--- src/core/rtcc_defines.svh ---
// Constants for the real-time-clock control block: offsets, bit positions,
// reset values and timebase counts.
// Assumes the crystal timebase arrives as a one-cycle tick at 32.768 kHz.
`ifndef RTCC_DEFINES_SVH
`define RTCC_DEFINES_SVH

// ==========================================================
// Register offsets on the byte-wide multiplexed bus.
`define RTCC_OFS_RATE 7'h0A
`define RTCC_OFS_CTRL 7'h0B
`define RTCC_OFS_FLAG 7'h0C
`define RTCC_OFS_BKUP 7'h0D

// ==========================================================
// Bit positions of the rate and oscillator control byte.
`define RTCC_A_UIP 7
`define RTCC_A_DV_HI 6
`define RTCC_A_DV_LO 4
`define RTCC_A_RS_HI 3
`define RTCC_A_RS_LO 0
// Bit positions of the interrupt and format control byte.
`define RTCC_B_SET 7
`define RTCC_B_PIE 6
`define RTCC_B_AIE 5
`define RTCC_B_UIE 4
`define RTCC_B_SQUARE_WAVE_ENABLE 3
`define RTCC_B_DM 2
`define RTCC_B_H24 1
`define RTCC_B_DSE 0

// ==========================================================
// Oscillator patterns and power-up values.
`define RTCC_DV_RUN 3'h2
`define RTCC_DV_HOLD_MSB 2'h3
`define RTCC_RS_NONE 4'h0
`define RTCC_RS_256HZ 4'h1
`define RTCC_RS_128HZ 4'h2
`define RTCC_ZERO_BYTE 8'h00

// ==========================================================
// Timebase: crystal rate, update lead time and first-update delay.
`define RTCC_XTAL_HZ 32768
`define RTCC_DIV_BITS 15
`define RTCC_UIP_LEAD_US 244
`define RTCC_UIP_LEAD_TICKS ((`RTCC_UIP_LEAD_US * `RTCC_XTAL_HZ + 999999) / 1000000)
`define RTCC_FIRST_UPD_MS 500
`define RTCC_FIRST_UPD_TICKS (`RTCC_FIRST_UPD_MS * `RTCC_XTAL_HZ / 1000)
`define RTCC_DIV_LOAD (`RTCC_XTAL_HZ - `RTCC_FIRST_UPD_TICKS)
`define RTCC_UIP_START (`RTCC_XTAL_HZ - `RTCC_UIP_LEAD_TICKS)
`define RTCC_DIV_LAST 15'h7FFF

// ==========================================================
// Daylight adjust trigger time, 1:59:59 AM, in both data formats.
`define RTCC_DST_HOUR 8'h01
`define RTCC_DST_MS_BCD 8'h59
`define RTCC_DST_MS_BIN 8'h3B
// An alarm byte with both top bits set matches any time byte.
`define RTCC_ALM_ANY 2'h3

`endif

--- src/core/rtcc_pkg.sv ---
// Types shared by the real-time-clock control block and its users.
// Assumes nothing beyond a SystemVerilog compiler.
package rtcc_pkg;

	// ==========================================================
	// Host bus request: one register access per strobe.
	typedef struct packed {
		logic rd; // Read strobe, held for the whole read cycle.
		logic wr; // Write strobe.
		logic [6:0] addr; // Byte address.
		logic [7:0] wdata; // Write data.
	} rtcc_bus_req_t;

	// Seconds, minutes and hours bytes, as stored by the counter.
	typedef struct packed {
		logic [7:0] hour;
		logic [7:0] min;
		logic [7:0] sec;
	} rtcc_hms_t;

	// The three event flags.
	typedef struct packed {
		logic pf; // Periodic event.
		logic af; // Alarm match.
		logic uf; // Update ended.
	} rtcc_flags_t;

	// Format settings handed to the time counter.
	typedef struct packed {
		logic binary_format_select;
		logic hour24;
		logic daylight_adjust_enable;
	} rtcc_fmt_t;

endpackage

--- src/core/rtcc_ctrl.sv ---
// Control, status and interrupt logic of a byte-wide real-time clock.
// Assumes a host on a multiplexed byte bus, synchronous to sys_clk, and a
// separate time counter that applies the update, format and daylight pulses.
// Contract
// RULE1 - UPDATE_PENDING_FLAG low guarantees 244 us before transfer.
// RULE2 - UPDATE_PENDING_FLAG read-only; SET blocks updates, clears UPDATE_PENDING_FLAG.
// RULE3 - Only 010 runs; 11x holds divider reset.
// RULE4 - First update 500 ms after run pattern.
// RULE5 - Rate selects divider tap, shared, survives reset.
// RULE6 - SET high stops transfers; reset leaves SET.
// RULE7 - PERIODIC_IRQ_ENABLE gates PF; PF still sets; reset clears.
// RULE8 - Alarm match with don't-care sets AF.
// RULE9 - UPDATE_DONE_IRQ_ENABLE gates UF; reset or SET clear.
// RULE10 - SQUARE_WAVE_ENABLE toggles square wave, else low.
// RULE11 - Data-format bit untouched by reset.
// RULE12 - Hour-format bit untouched by reset.
// RULE13 - Daylight jumps at 1:59:59 AM spring, fall.
// RULE14 - Sunday test at midnight needs enable set.
// RULE15 - INTERRUPT_SUMMARY_FLAG is OR of gated flags; drives IRQ.
// RULE16 - PF sets on selected tap edge.
// RULE17 - UF sets at end of each update.
// RULE18 - Flag byte low nibble reads zero.
// RULE19 - Backup-valid bit read-only, others zero.
// RULE20 - Flag read snapshots, clears, holds new events.
// RULE21 - Enabling over a set flag asserts IRQ.
// RULE22 - Control registers reachable during updates.
// RULE23 - Transfer follows UPDATE_PENDING_FLAG rise by 244 us.
// RULE24 - Flag, backup bytes and UPDATE_PENDING_FLAG read-only.
// RULE25 - Read-only bits ignore writes, others kept.
`timescale 1ns/10ps
`default_nettype none
`include "rtcc_defines.svh"

module rtcc_ctrl (
	input wire logic sys_clk,
	input wire logic rst_n,
	input wire rtcc_pkg::rtcc_bus_req_t bus_req,
	input wire logic xtal_tick,
	input wire rtcc_pkg::rtcc_hms_t cur_time,
	input wire rtcc_pkg::rtcc_hms_t alarm_time,
	input wire logic midnight_pulse,
	input wire logic spring_sunday,
	input wire logic fall_sunday,
	input wire logic backup_ok,
	output logic [7:0] reg_rdata_q,
	output logic irq_n_q,
	output logic square_wave_out_q,
	output logic update_strobe_q,
	output logic osc_enable_q,
	output logic dst_forward_q,
	output logic dst_back_q,
	output rtcc_pkg::rtcc_fmt_t fmt_q
);

	// ==========================================================
	// Control state. Bits that reset must leave alone start from a
	// power-up value instead.
	logic update_pending_flag_q = 1'b0; // Update in progress.
	logic [2:0] osc_ctrl_q = 3'h0; // Oscillator control pattern.
	logic [3:0] rate_sel_q = 4'h0; // Divider tap select.
	logic set_q = 1'b0; // Update inhibit.
	logic periodic_irq_enable_q; // Cleared by reset.
	logic alarm_irq_enable_q; // Cleared by reset.
	logic update_done_irq_enable_q; // Cleared by reset or inhibit.
	logic square_wave_enable_q; // Cleared by reset.
	logic binary_format_select_q = 1'b0; // Untouched by reset.
	logic hour24_q = 1'b0; // Untouched by reset.
	logic daylight_adjust_enable_q = 1'b0; // Untouched by reset.
	logic backup_valid_bit_q = 1'b0; // Follows the backup source.
	logic [14:0] div_q = 15'h0000; // Fifteen-stage countdown chain.
	logic tap_prev_q; // Previous tap level, for edge detection.
	logic upd_end_q; // One cycle after each rollover, even with transfers inhibited.
	rtcc_pkg::rtcc_flags_t flags_q; // Visible event flags.
	rtcc_pkg::rtcc_flags_t pend_q; // Events caught during a flag read.
	logic rd_active_q; // A read cycle is under way.
	logic spring_armed_q; // Spring jump armed at midnight.
	logic fall_armed_q; // Fall return armed at midnight.
	logic fall_done_q; // Fall return already taken today.

	// ==========================================================
	// Bus decode.
	wire rd_start = bus_req.rd & ~rd_active_q;
	wire rd_end = ~bus_req.rd & rd_active_q;
	wire wr_a = bus_req.wr & (bus_req.addr == `RTCC_OFS_RATE);
	wire wr_b = bus_req.wr & (bus_req.addr == `RTCC_OFS_CTRL);
	wire rd_flag_start = rd_start & (bus_req.addr == `RTCC_OFS_FLAG);
	logic rd_active_flag_q; // The read in progress targets the flag byte.
	wire rd_flag_end = rd_end & rd_active_flag_q;
	wire [2:0] dv_new = bus_req.wdata[`RTCC_A_DV_HI:`RTCC_A_DV_LO];
	wire set_new = bus_req.wdata[`RTCC_B_SET];

	// ==========================================================
	// Oscillator and countdown chain decode.
	wire dv_run = (osc_ctrl_q == `RTCC_DV_RUN); // [RULE3]
	wire dv_hold = (osc_ctrl_q[2:1] == `RTCC_DV_HOLD_MSB); // [RULE3]
	wire enter_run = wr_a & (dv_new == `RTCC_DV_RUN) & ~dv_run;
	wire tick_run = xtal_tick & dv_run;
	wire uip_rise = tick_run & (div_q == 15'(`RTCC_UIP_START - 1)); // [RULE1]
	wire rollover = tick_run & (div_q == `RTCC_DIV_LAST);

	// ==========================================================
	// Rate select: codes 1 and 2 repeat the 256 Hz and 128 Hz taps,
	// codes 3 to 15 walk the chain from 8.192 kHz to 2 Hz.
	logic [3:0] tap_bit;
	always_comb begin
		case (rate_sel_q)
			`RTCC_RS_256HZ: tap_bit = 4'h6;
			`RTCC_RS_128HZ: tap_bit = 4'h7;
			default: tap_bit = 4'(rate_sel_q - 4'h2);
		endcase
	end
	wire tap_on = (rate_sel_q != `RTCC_RS_NONE); // [RULE5]
	wire tap_lvl = tap_on & div_q[tap_bit]; // [RULE5]
	wire pf_event = tap_lvl & ~tap_prev_q; // [RULE16]

	// ==========================================================
	// Alarm compare with don't-care codes.
	wire m_s = (alarm_time.sec[7:6] == `RTCC_ALM_ANY) | (alarm_time.sec == cur_time.sec);
	wire m_m = (alarm_time.min[7:6] == `RTCC_ALM_ANY) | (alarm_time.min == cur_time.min);
	wire m_h = (alarm_time.hour[7:6] == `RTCC_ALM_ANY) | (alarm_time.hour == cur_time.hour);
	wire af_event = upd_end_q & m_s & m_m & m_h; // [RULE8]
	wire uf_event = upd_end_q; // [RULE17]

	// Daylight adjust trigger at 1:59:59 AM in the current format.
	wire [7:0] dst_ms = binary_format_select_q ? `RTCC_DST_MS_BIN : `RTCC_DST_MS_BCD;
	wire at_dst_time = (cur_time.hour == `RTCC_DST_HOUR) & (cur_time.min == dst_ms) &
		(cur_time.sec == dst_ms);
	wire transfer = rollover & ~set_q; // [RULE6]

	// ==========================================================
	// Interrupt summary, recomputed every cycle so that late enables act.
	rtcc_pkg::rtcc_flags_t events;
	assign events = '{pf: pf_event, af: af_event, uf: uf_event};
	wire interrupt_summary_flag = (flags_q.pf & periodic_irq_enable_q) | (flags_q.af & alarm_irq_enable_q) |
		(flags_q.uf & update_done_irq_enable_q); // [RULE15] [RULE21]

	// Read data for each register; reserved bits read zero.
	wire [7:0] rd_a = {update_pending_flag_q, osc_ctrl_q, rate_sel_q}; // [RULE24]
	wire [7:0] rd_b = {set_q, periodic_irq_enable_q, alarm_irq_enable_q,
		update_done_irq_enable_q, square_wave_enable_q, binary_format_select_q,
		hour24_q, daylight_adjust_enable_q};
	wire [7:0] rd_c = {interrupt_summary_flag, flags_q.pf, flags_q.af, flags_q.uf, 4'h0}; // [RULE18]
	wire [7:0] rd_d = {backup_valid_bit_q, 7'h00}; // [RULE19] [RULE24]
	logic [7:0] rd_mux;
	always_comb begin
		case (bus_req.addr)
			`RTCC_OFS_RATE: rd_mux = rd_a;
			`RTCC_OFS_CTRL: rd_mux = rd_b;
			`RTCC_OFS_FLAG: rd_mux = rd_c;
			`RTCC_OFS_BKUP: rd_mux = rd_d;
			default: rd_mux = `RTCC_ZERO_BYTE;
		endcase
	end

	// ==========================================================
	// Rate and oscillator byte. The update flag has no write path, and
	// none of these bits see reset.
	always_ff @(posedge sys_clk) begin
		if (wr_a) begin
			osc_ctrl_q <= dv_new; // [RULE25] [RULE22]
			rate_sel_q <= bus_req.wdata[`RTCC_A_RS_HI:`RTCC_A_RS_LO]; // [RULE5]
		end
	end

	// Update-in-progress flag: rises a fixed lead before rollover,
	// falls at rollover, and is forced low by the inhibit.
	always_ff @(posedge sys_clk) begin
		if (set_q | (wr_b & set_new)) begin
			update_pending_flag_q <= 1'b0; // [RULE2]
		end else if (uip_rise) begin
			update_pending_flag_q <= 1'b1; // [RULE23]
		end else if (rollover | ~dv_run) begin
			update_pending_flag_q <= 1'b0;
		end
	end

	// Countdown chain: runs on ticks only with the run pattern, sits at
	// zero otherwise, and starts half a second short of rollover on entry.
	always_ff @(posedge sys_clk) begin
		if (enter_run) begin
			div_q <= 15'(`RTCC_DIV_LOAD); // [RULE4]
		end else if (!dv_run) begin
			div_q <= 15'h0000; // [RULE3]
		end else if (tick_run) begin
			div_q <= div_q + 15'h0001;
		end
	end

	// Oscillator runs for the run pattern and the hold pattern.
	always_ff @(posedge sys_clk) begin
		osc_enable_q <= dv_run | dv_hold; // [RULE3]
	end

	// ==========================================================
	// Format and inhibit bits: written by software only.
	always_ff @(posedge sys_clk) begin
		if (wr_b) begin
			set_q <= set_new; // [RULE6]
			binary_format_select_q <= bus_req.wdata[`RTCC_B_DM]; // [RULE11]
			hour24_q <= bus_req.wdata[`RTCC_B_H24]; // [RULE12]
			daylight_adjust_enable_q <= bus_req.wdata[`RTCC_B_DSE]; // [RULE14]
		end
	end

	// Interrupt enables: cleared by reset; the update enable also falls
	// when the inhibit goes high.
	always_ff @(posedge sys_clk) begin
		if (!rst_n) begin
			periodic_irq_enable_q <= 1'b0; // [RULE7]
			alarm_irq_enable_q <= 1'b0; // [RULE8]
			update_done_irq_enable_q <= 1'b0; // [RULE9]
			square_wave_enable_q <= 1'b0; // [RULE10]
		end else if (wr_b) begin
			periodic_irq_enable_q <= bus_req.wdata[`RTCC_B_PIE];
			alarm_irq_enable_q <= bus_req.wdata[`RTCC_B_AIE];
			update_done_irq_enable_q <= bus_req.wdata[`RTCC_B_UIE] & ~(set_new & ~set_q); // [RULE9]
			square_wave_enable_q <= bus_req.wdata[`RTCC_B_SQUARE_WAVE_ENABLE];
		end
	end

	// Format settings for the counter.
	always_ff @(posedge sys_clk) begin
		fmt_q <= '{binary_format_select: binary_format_select_q, hour24: hour24_q,
			daylight_adjust_enable: daylight_adjust_enable_q};
	end

	// Backup status follows the health input.
	always_ff @(posedge sys_clk) begin
		backup_valid_bit_q <= backup_ok; // [RULE19]
	end

	// ==========================================================
	// Tap edge detector, square wave and update timing.
	always_ff @(posedge sys_clk) begin
		if (!rst_n) begin
			tap_prev_q <= 1'b0;
			upd_end_q <= 1'b0;
			update_strobe_q <= 1'b0;
			square_wave_out_q <= 1'b0;
		end else begin
			tap_prev_q <= tap_lvl;
			upd_end_q <= rollover; // [RULE17]
			update_strobe_q <= transfer; // [RULE6]
			square_wave_out_q <= square_wave_enable_q & tap_lvl; // [RULE10]
		end
	end

	// ==========================================================
	// Flags. A flag-byte read start clears the visible flags; events that land
	// during the read wait in the pending set and post at the read's end.
	always_ff @(posedge sys_clk) begin
		if (!rst_n) begin
			flags_q <= '0;
			pend_q <= '0;
		end else if (rd_flag_start) begin
			flags_q <= '0; // [RULE20]
			pend_q <= events;
		end else if (rd_active_flag_q) begin
			pend_q <= pend_q | events; // [RULE20]
			if (rd_flag_end) begin
				flags_q <= pend_q | events;
				pend_q <= '0;
			end
		end else begin
			flags_q <= flags_q | events; // [RULE16] [RULE7]
		end
	end

	// Read cycle tracking and read data capture at the start of a read.
	always_ff @(posedge sys_clk) begin
		if (!rst_n) begin
			rd_active_q <= 1'b0;
			rd_active_flag_q <= 1'b0;
			reg_rdata_q <= `RTCC_ZERO_BYTE;
		end else begin
			rd_active_q <= bus_req.rd;
			if (rd_start) begin
				rd_active_flag_q <= (bus_req.addr == `RTCC_OFS_FLAG);
				reg_rdata_q <= rd_mux; // [RULE20] [RULE22]
			end else if (rd_end) begin
				rd_active_flag_q <= 1'b0;
			end
		end
	end

	// Active-low interrupt follows the summary.
	always_ff @(posedge sys_clk) begin
		if (!rst_n) begin
			irq_n_q <= 1'b1;
		end else begin
			irq_n_q <= ~interrupt_summary_flag; // [RULE15]
		end
	end

	// ==========================================================
	// Daylight adjust: the Sunday test happens at midnight only while
	// enabled; the jump fires on the transfer that leaves 1:59:59 AM.
	always_ff @(posedge sys_clk) begin
		if (!rst_n) begin
			spring_armed_q <= 1'b0;
			fall_armed_q <= 1'b0;
			fall_done_q <= 1'b0;
			dst_forward_q <= 1'b0;
			dst_back_q <= 1'b0;
		end else begin
			if (midnight_pulse) begin
				spring_armed_q <= daylight_adjust_enable_q & spring_sunday; // [RULE14]
				fall_armed_q <= daylight_adjust_enable_q & fall_sunday; // [RULE14]
				fall_done_q <= 1'b0;
			end
			dst_forward_q <= transfer & daylight_adjust_enable_q & spring_armed_q & at_dst_time; // [RULE13]
			dst_back_q <= transfer & daylight_adjust_enable_q & fall_armed_q & ~fall_done_q &
				at_dst_time; // [RULE13]
			if (transfer & fall_armed_q & at_dst_time) begin
				fall_done_q <= 1'b1;
			end
		end
	end
endmodule
`default_nettype wire

--- config.mk ---
export PLATFORM = sky130hd
export DESIGN_NAME = rtcc_ctrl
export DESIGN_NICKNAME = d
export VERILOG_FILES = /design/src/core/rtcc_pkg.sv /design/src/core/rtcc_ctrl.sv
export VERILOG_INCLUDE_DIRS = /design/src /design/src/core
export SDC_FILE = /design/constraint.sdc
export NUM_CORES = 1
export LEC_CHECK = 0
export BUFFER_PORTS_ARGS = -buffer_cell sky130_fd_sc_hd__buf_2
export CELL_PAD_IN_SITES_DETAIL_PLACEMENT = 1
export CELL_PAD_IN_SITES_GLOBAL_PLACEMENT = 1
export CORE_MARGIN = 1
export CORE_UTILIZATION = 35
export DETAILED_ROUTE_END_ITERATION = 16
export PLACE_DENSITY_LB_ADDON = 0.1
export SLEW_MARGIN = 15
export SYNTH_ARGS = -nofsm -noshare
export SYNTH_HDL_FRONTEND = slang
export SYNTH_SLANG_ARGS = --single-unit
--- constraint.sdc ---
create_clock -name sys_clk -period 2.06 [get_ports sys_clk]
set_clock_uncertainty 0.15 [all_clocks]
set_input_delay 0.309 -clock sys_clk [delete_from_list [all_inputs] [get_ports sys_clk]]
set_output_delay 0.309 -clock sys_clk [all_outputs]
set_load 0.01 [all_outputs]
=== After elaboration in Yosys (flattened, before gate mapping) ===
Index checks and enable logic that the tools add are counted.

* Logic and storage cells: 142
* Bits in registers: 62
* Output and inout bits: 17
* Bits in writable memories: 0
* Latch bits: 0
* Input port bits: 72
* Bits in read-only memories: 0
* Memories: 0

* $add $sub $neg: 2
* Reductions and logical operators: 7
* Order comparisons: 1
* Shift operators: 0
* Bitwise logic cells: 55
* Mux-type cells: 18
* Divide/modulo/power cells: 0
* Eq/ne operators: 22
* $mul: 0

{| class="wikitable"
|+ Operator list
! kind !! number
|-
| AND 1 bit || 36
|-
| case mux 8 bit (4 select lines) || 1
|-
| equality test 15 bit, second input constant || 2
|-
| two-way mux 15 bit || 2
|-
| equality test 7 x 4 -> 1 bit, second input constant || 4
|-
| equality test 8 bit || 3
|-
| equality test 8 x 7 -> 1 bit || 2
|-
| adder 15 x 1 -> 15 bit, second input constant || 1
|-
| two-way mux 3 bit || 5
|-
| NOT 1 bit || 9
|-
| equality test 2 bit, second input constant || 4
|-
| equality test 8 x 1 -> 1 bit, second input constant || 1
|-
| bitwise OR 1 bit || 8
|-
| case mux 4 bit (2 select lines) || 1
|-
| nonzero test 2 bit || 4
|-
| two-way mux 1 bit || 7
|-
| two-way mux 7 bit || 1
|-
| equality test 3 x 2 -> 1 bit, second input constant || 2
|-
| bitwise OR 3 bit || 2
|-
| < comparator 4 x 5 -> 1 bit, second input constant || 1
|-
| binary-select mux 1 bit (select 4 bit) || 1
|-
| equality test 4 x 1 -> 1 bit, second input constant || 1
|-
| equality test 4 x 2 -> 1 bit, second input constant || 1
|-
| != test 2 x 1 -> 1 bit, second input constant || 2
|-
| other kinds (3) || 4
|}

=== Longest topological paths before layout ===
* Word-level depth: 10
* Mapped depth: 9

=== Worst setup path after synthesis ===
OpenSTA, ideal clock, no wires.

* Kind: register to register
* From: reg rate_sel_q[1]
* To: reg pend_q[2] in the netlist's numbering
* Path slack: -0.143 ns
* Library setup time: 0.119 ns
* Stages on the path, launching flop included: 10
* Arrival: 1.934 ns
* Required time: 1.791 ns
* Buffers on the path: 1
* Cells stage by stage: edfxtp_1 clkbuf_1 inv_1 ha_1 inv_1 o21ai_0 o21ai_1 a211oi_4 nor2_1 o221a_1

* Cells in the longest elaborated chain, start to end: 10
* Elaborated cells between the ends (all ways): 13
* Classes of those cells: 1 x add/sub; 2 x eq/ne; 6 x mux; 3 x bitwise; 1 x reduce/logical

{| class="wikitable"
|+ RTL lines
! item !! line !! RTL
|-
| start, declared || rtcc_ctrl.sv:60 || <nowiki>logic [3:0] rate_sel_q = 4'h0;</nowiki>
|-
| start signal, assigned || rtcc_ctrl.sv:161 || <nowiki>rate_sel_q <= bus_req.wdata[`RTCC_A_RS_HI:`RTCC_A_RS_LO];</nowiki>
|-
| subtractor 4 x 2 -> 4 bit (tied with other cells) || rtcc_ctrl.sv:109 || <nowiki>default: tap_bit = 4'(rate_sel_q - 4'h2);</nowiki>
|-
| case mux 4 bit (2 select lines) || rtcc_ctrl.sv:106 || <nowiki>case (rate_sel_q)</nowiki>
|-
| binary-select mux 1 bit (select 4 bit) || rtcc_ctrl.sv:113 || <nowiki>wire tap_lvl = tap_on & div_q[tap_bit];</nowiki>
|-
| two-way mux 1 bit (implied by the code) || rtcc_ctrl.sv:113 ||
|-
| AND 1 bit (*) || rtcc_ctrl.sv:113 ||
|-
| AND 1 bit (*) || rtcc_ctrl.sv:114 || <nowiki>wire pf_event = tap_lvl & ~tap_prev_q;</nowiki>
|-
| bitwise OR 3 bit || rtcc_ctrl.sv:259 || <nowiki>pend_q <= pend_q | events;</nowiki>
|-
| two-way mux 3 bit || rtcc_ctrl.sv:260 || <nowiki>if (rd_flag_end) begin</nowiki>
|-
| two-way mux 3 bit || rtcc_ctrl.sv:258 || <nowiki>end else if (rd_active_flag_q) begin</nowiki>
|-
| two-way mux 3 bit (*) || rtcc_ctrl.sv:255 || <nowiki>end else if (rd_flag_start) begin</nowiki>
|-
| end signal, assigned || rtcc_ctrl.sv:257 || <nowiki>pend_q <= events;</nowiki>
|-
| end signal, assigned || rtcc_ctrl.sv:259 ||
|-
| end, declared || rtcc_ctrl.sv:74 || <nowiki>rtcc_pkg::rtcc_flags_t pend_q;</nowiki>
|}

Mark *: on every way between the ends. The rest lies on a longest branch, timed or not. The select of a mux whose other input is x is not followed.
A chain may end at the register's enable or synchronous reset.

=== Final worst setup path ===
* From: reg rate_sel_q[2]
* To: reg pend_q[2] in the netlist's numbering

Same word-level chain as after synthesis.

==> metrics <==
Post-DP Area 3860 µm²; clock root cell clkbuf_8; Core Footprint 8720 µm²; HPWL reported at the end of detailed placement just over 7 mm; area grow syn2layout 32.4%; Final Hold Viols 0; Post-route DRC 0; ys async rst share 0; CP delay by family, top compound AO/OA/AOI/OAI gates; post-route clock period utilization 1.01; H-tree depth 3; P_sw ~0.00058 W; Die X-Extent approximately 97 µm; Pre-antenna DRT Iters 6; crit path kind flip-flop to flip-flop; Worst EP arrival 2160 ps; RSZ-0062 raised after global routing yes; most used cell, CP a211oi_2; Reg2Reg Launch Point rate_sel_q[2]$_DFFE_PP_; startpoint of the worst hold path bus_req[0]; fin nets around 530; Pwr Density about 630 nW/µm²; most frequent cell after synthesis dfxtp_1; leakage power between 1.5 and 2 nW; fillers 1059; Yosys warning count 0; Peak supply drop roughly 0.38 mV; pre-CTS WS -140 ps; # rows 34; # port buffers between 80 and 90; worst-path cell chain buf_6 -> o211a_1 -> a211oi_2 -> a211oi_2 -> a211oi_4 -> nor2_1 -> o221a_1; post-route ant nets 0; Critical Path RT 2130 ps; Synth top area share 0.323; Final TNS setup -24.4 ps; multi-input logic area about 1800 µm²; TritonCTS Buffers 9; Synth area leader dfxtp_1; total global routing overflow 0; Clock Sinks 62; register area 1350 µm²; Critical Path Start rate_sel_q[2]$_DFFE_PP_; layout cells sized above 1 0.325; CP peak stage delay roughly 470 ps; syn_area_per_cell between 9 and 10 µm²; CP Capture Type flip-flop; RePlAce Congestion around 0.78; Slew Limit Headroom 0.722; post-synth net total about 420; CTS tree built; synthesis-stage register bit count 62; clk slew on worst S/H paths about 70 ps; WP buf/inv 1; Post-synth top cells dfxtp_1 (51), nor2_1 (46), xor2_1 (35); Final Slew Violations 0; Initial Util 0.363; pin count of the biggest net entering global routing 19; Finished Layout Cells 570; Crit Path Max Fanout 5; Starting DRT DRC Count 132; Final WS setup -24.4 ps; top post-synthesis cells by area dfxtp_1 (32%), edfxtp_1 (10%), xor2_1 (9.7%); outcome finished, violations left; failing checks setup timing; die height around 97 µm; Wirelength per Cell approximately 16 µm; full die area roughly 9400 µm²; gr usage total 0.204; Hold Crit Class input port to flip-flop; min Tclk post-route between 2000 and 2500 ps; Pint slightly above 0.002 W; Clock Power Share 0.449; max_cap viols 0; first-pass GRT wire length ~15 mm; # diodes 0; number of library cell types mapped by synthesis between 60 and 70; Cell Area, Synth 3160 µm²; Fin Hold WS 22.2 ps; DR vias 2967; Post-synth EDFFs 11; sequential area share after synthesis 0.427; Post-synth top flop dfxtp_1; clock tree buffer depth 2; highest-delay cell along the critical path edfxtp_1; Net Sw Frac 0.222; Worst-Margin Slew 417 ps; register share of total power 0.472; IO Pins just under 90; Comb pwr share 0.079; fmax between 0.4 and 0.5 GHz; Startpoint Class flip-flop; Setup-failing EPs final 1; final instance area between 4000 and 5000 µm²; number of global-route vias before repair 3110; Clock Latency Late Sink 340 ps; Total Routed Length a little over 9 mm; vias per inst 5.21; initial antenna violation count 0; placed cell count 548; Syn Inst Count ~340
-- path summary, 6_finish.rpt --
check                             to  slack [ps]  cells after the start
max           pend_q[2]$_SDFFE_PN0P_         -20                      7
min          rate_sel_q[0]$_DFFE_PP_          20                      1
max reg2reg   pend_q[2]$_SDFFE_PN0P_         -20                      7
min reg2reg         fmt_q[1]$_DFF_P_         230                      0
-- worst register-to-register path, cell delays in order (launching register included) --
cell      delay [ps]
edfxtp_1         470
buf_6            160
o211a_1          230
a211oi_2         210
a211oi_2         100
a211oi_4         320
nor2_1            90
o221a_1          250
-- kinds of logic (layout without fill, tap and decap cells) --
| logic type | count (synthesis) | in the layout | synth area share |
|---|---|---|---|
| buffers and inverters | 25 | 144 | 0.0360 |
| xor gates and xnor gates | 38 | 38 | 0.105 |
| AOI/OAI and AO/OA | 65 | 65 | 0.144 |
| adders and majority gates | 4 | 4 | 0.0158 |
| DFF | 62 | 62 | 0.427 |
| and+or+nand+nor | 139 | 139 | 0.240 |
| muxes | 10 | 10 | 0.0320 |
-- flip-flops by register name, summed over array words and instances (netlist names), 3 cells and up --
| name | count |
|---|---|
| reg_rdata_q | 8 |
| pend_q | 3 |
| fmt_q | 3 |
| rate_sel_q | 4 |
| osc_ctrl_q | 3 |
| div_q | 15 |
| flags_q | 3 |
-- timing repair --
action                     in CTS  in global routing
setup endpoints to repair       3                  6
pin swaps                       3                  4
buffers inserted                3                  0
gates resized for setup         6                 11
hold buffers                    2                  1
hold endpoints to repair        3                  1
-- per-layer routing --
layer  wire length (µm)  up-vias  global-route usage  part of all wire
li1                   -     1458                   -                 -
met1               4080     1429               0.250              0.44
met5                  0        -                   0                 0
met2               4670       66               0.353              0.51
met4                126        0              0.0654             0.014
met3                318       14              0.0460             0.035
-- through the flow --
stage                     utilization  total power, W
after CTS                       0.475         0.00266
after global placement          0.443         0.00147
after floorplan                     -         0.00136
after global routing            0.480         0.00272
final                           0.480         0.00263
after detailed placement        0.443         0.00147
-- cell type report --
class	instances	share of cell area
tap	108	0.0323
timing repair buffer	116	0.164
clock inverter	5	0.0173
clock buffer	11	0.0338
inverter	12	0.0108
multi-input combinational	256	0.419
sequential	62	0.323
-- power groups by stage --
| stage | sequential, W | clock [W] | combinational, W |
|---|---|---|---|
| CTS | 0.00124 | 0.00121 | 0.000209 |
| floorplan | 0.00127 | 0 | 0.0000876 |
| finish | 0.00124 | 0.00118 | 0.000209 |
| detailed placement | 0.00127 | 0 | 0.000203 |
| global placement | 0.00127 | 0 | 0.000197 |
| global route | 0.00124 | 0.00125 | 0.000233 |
-- layout by cell type, fill, tap and decap left out, types with 3 or more instances in the layout --
cell and instances:
nand3_1 11, dlygate4sd3_1 3, o21ai_2 3, mux2i_1 9, edfxtp_1 11, clkinv_1 3, o22ai_1 3, xor2_1 35
o21ai_0 7, nand4_1 6, ha_1 3, a22oi_1 11, dfxtp_1 51, nor3b_1 3, clkbuf_8 10, nor2_1 45
buf_4 22, xnor2_1 3, inv_1 9, a21oi_1 15, buf_2 88, nor4_1 7, or3_1 3, and3_1 3
nand2_1 18, nand2b_1 9, a211oi_2 4, nor3_1 9, o21ai_1 3
(Power assumes the default switching activity.)
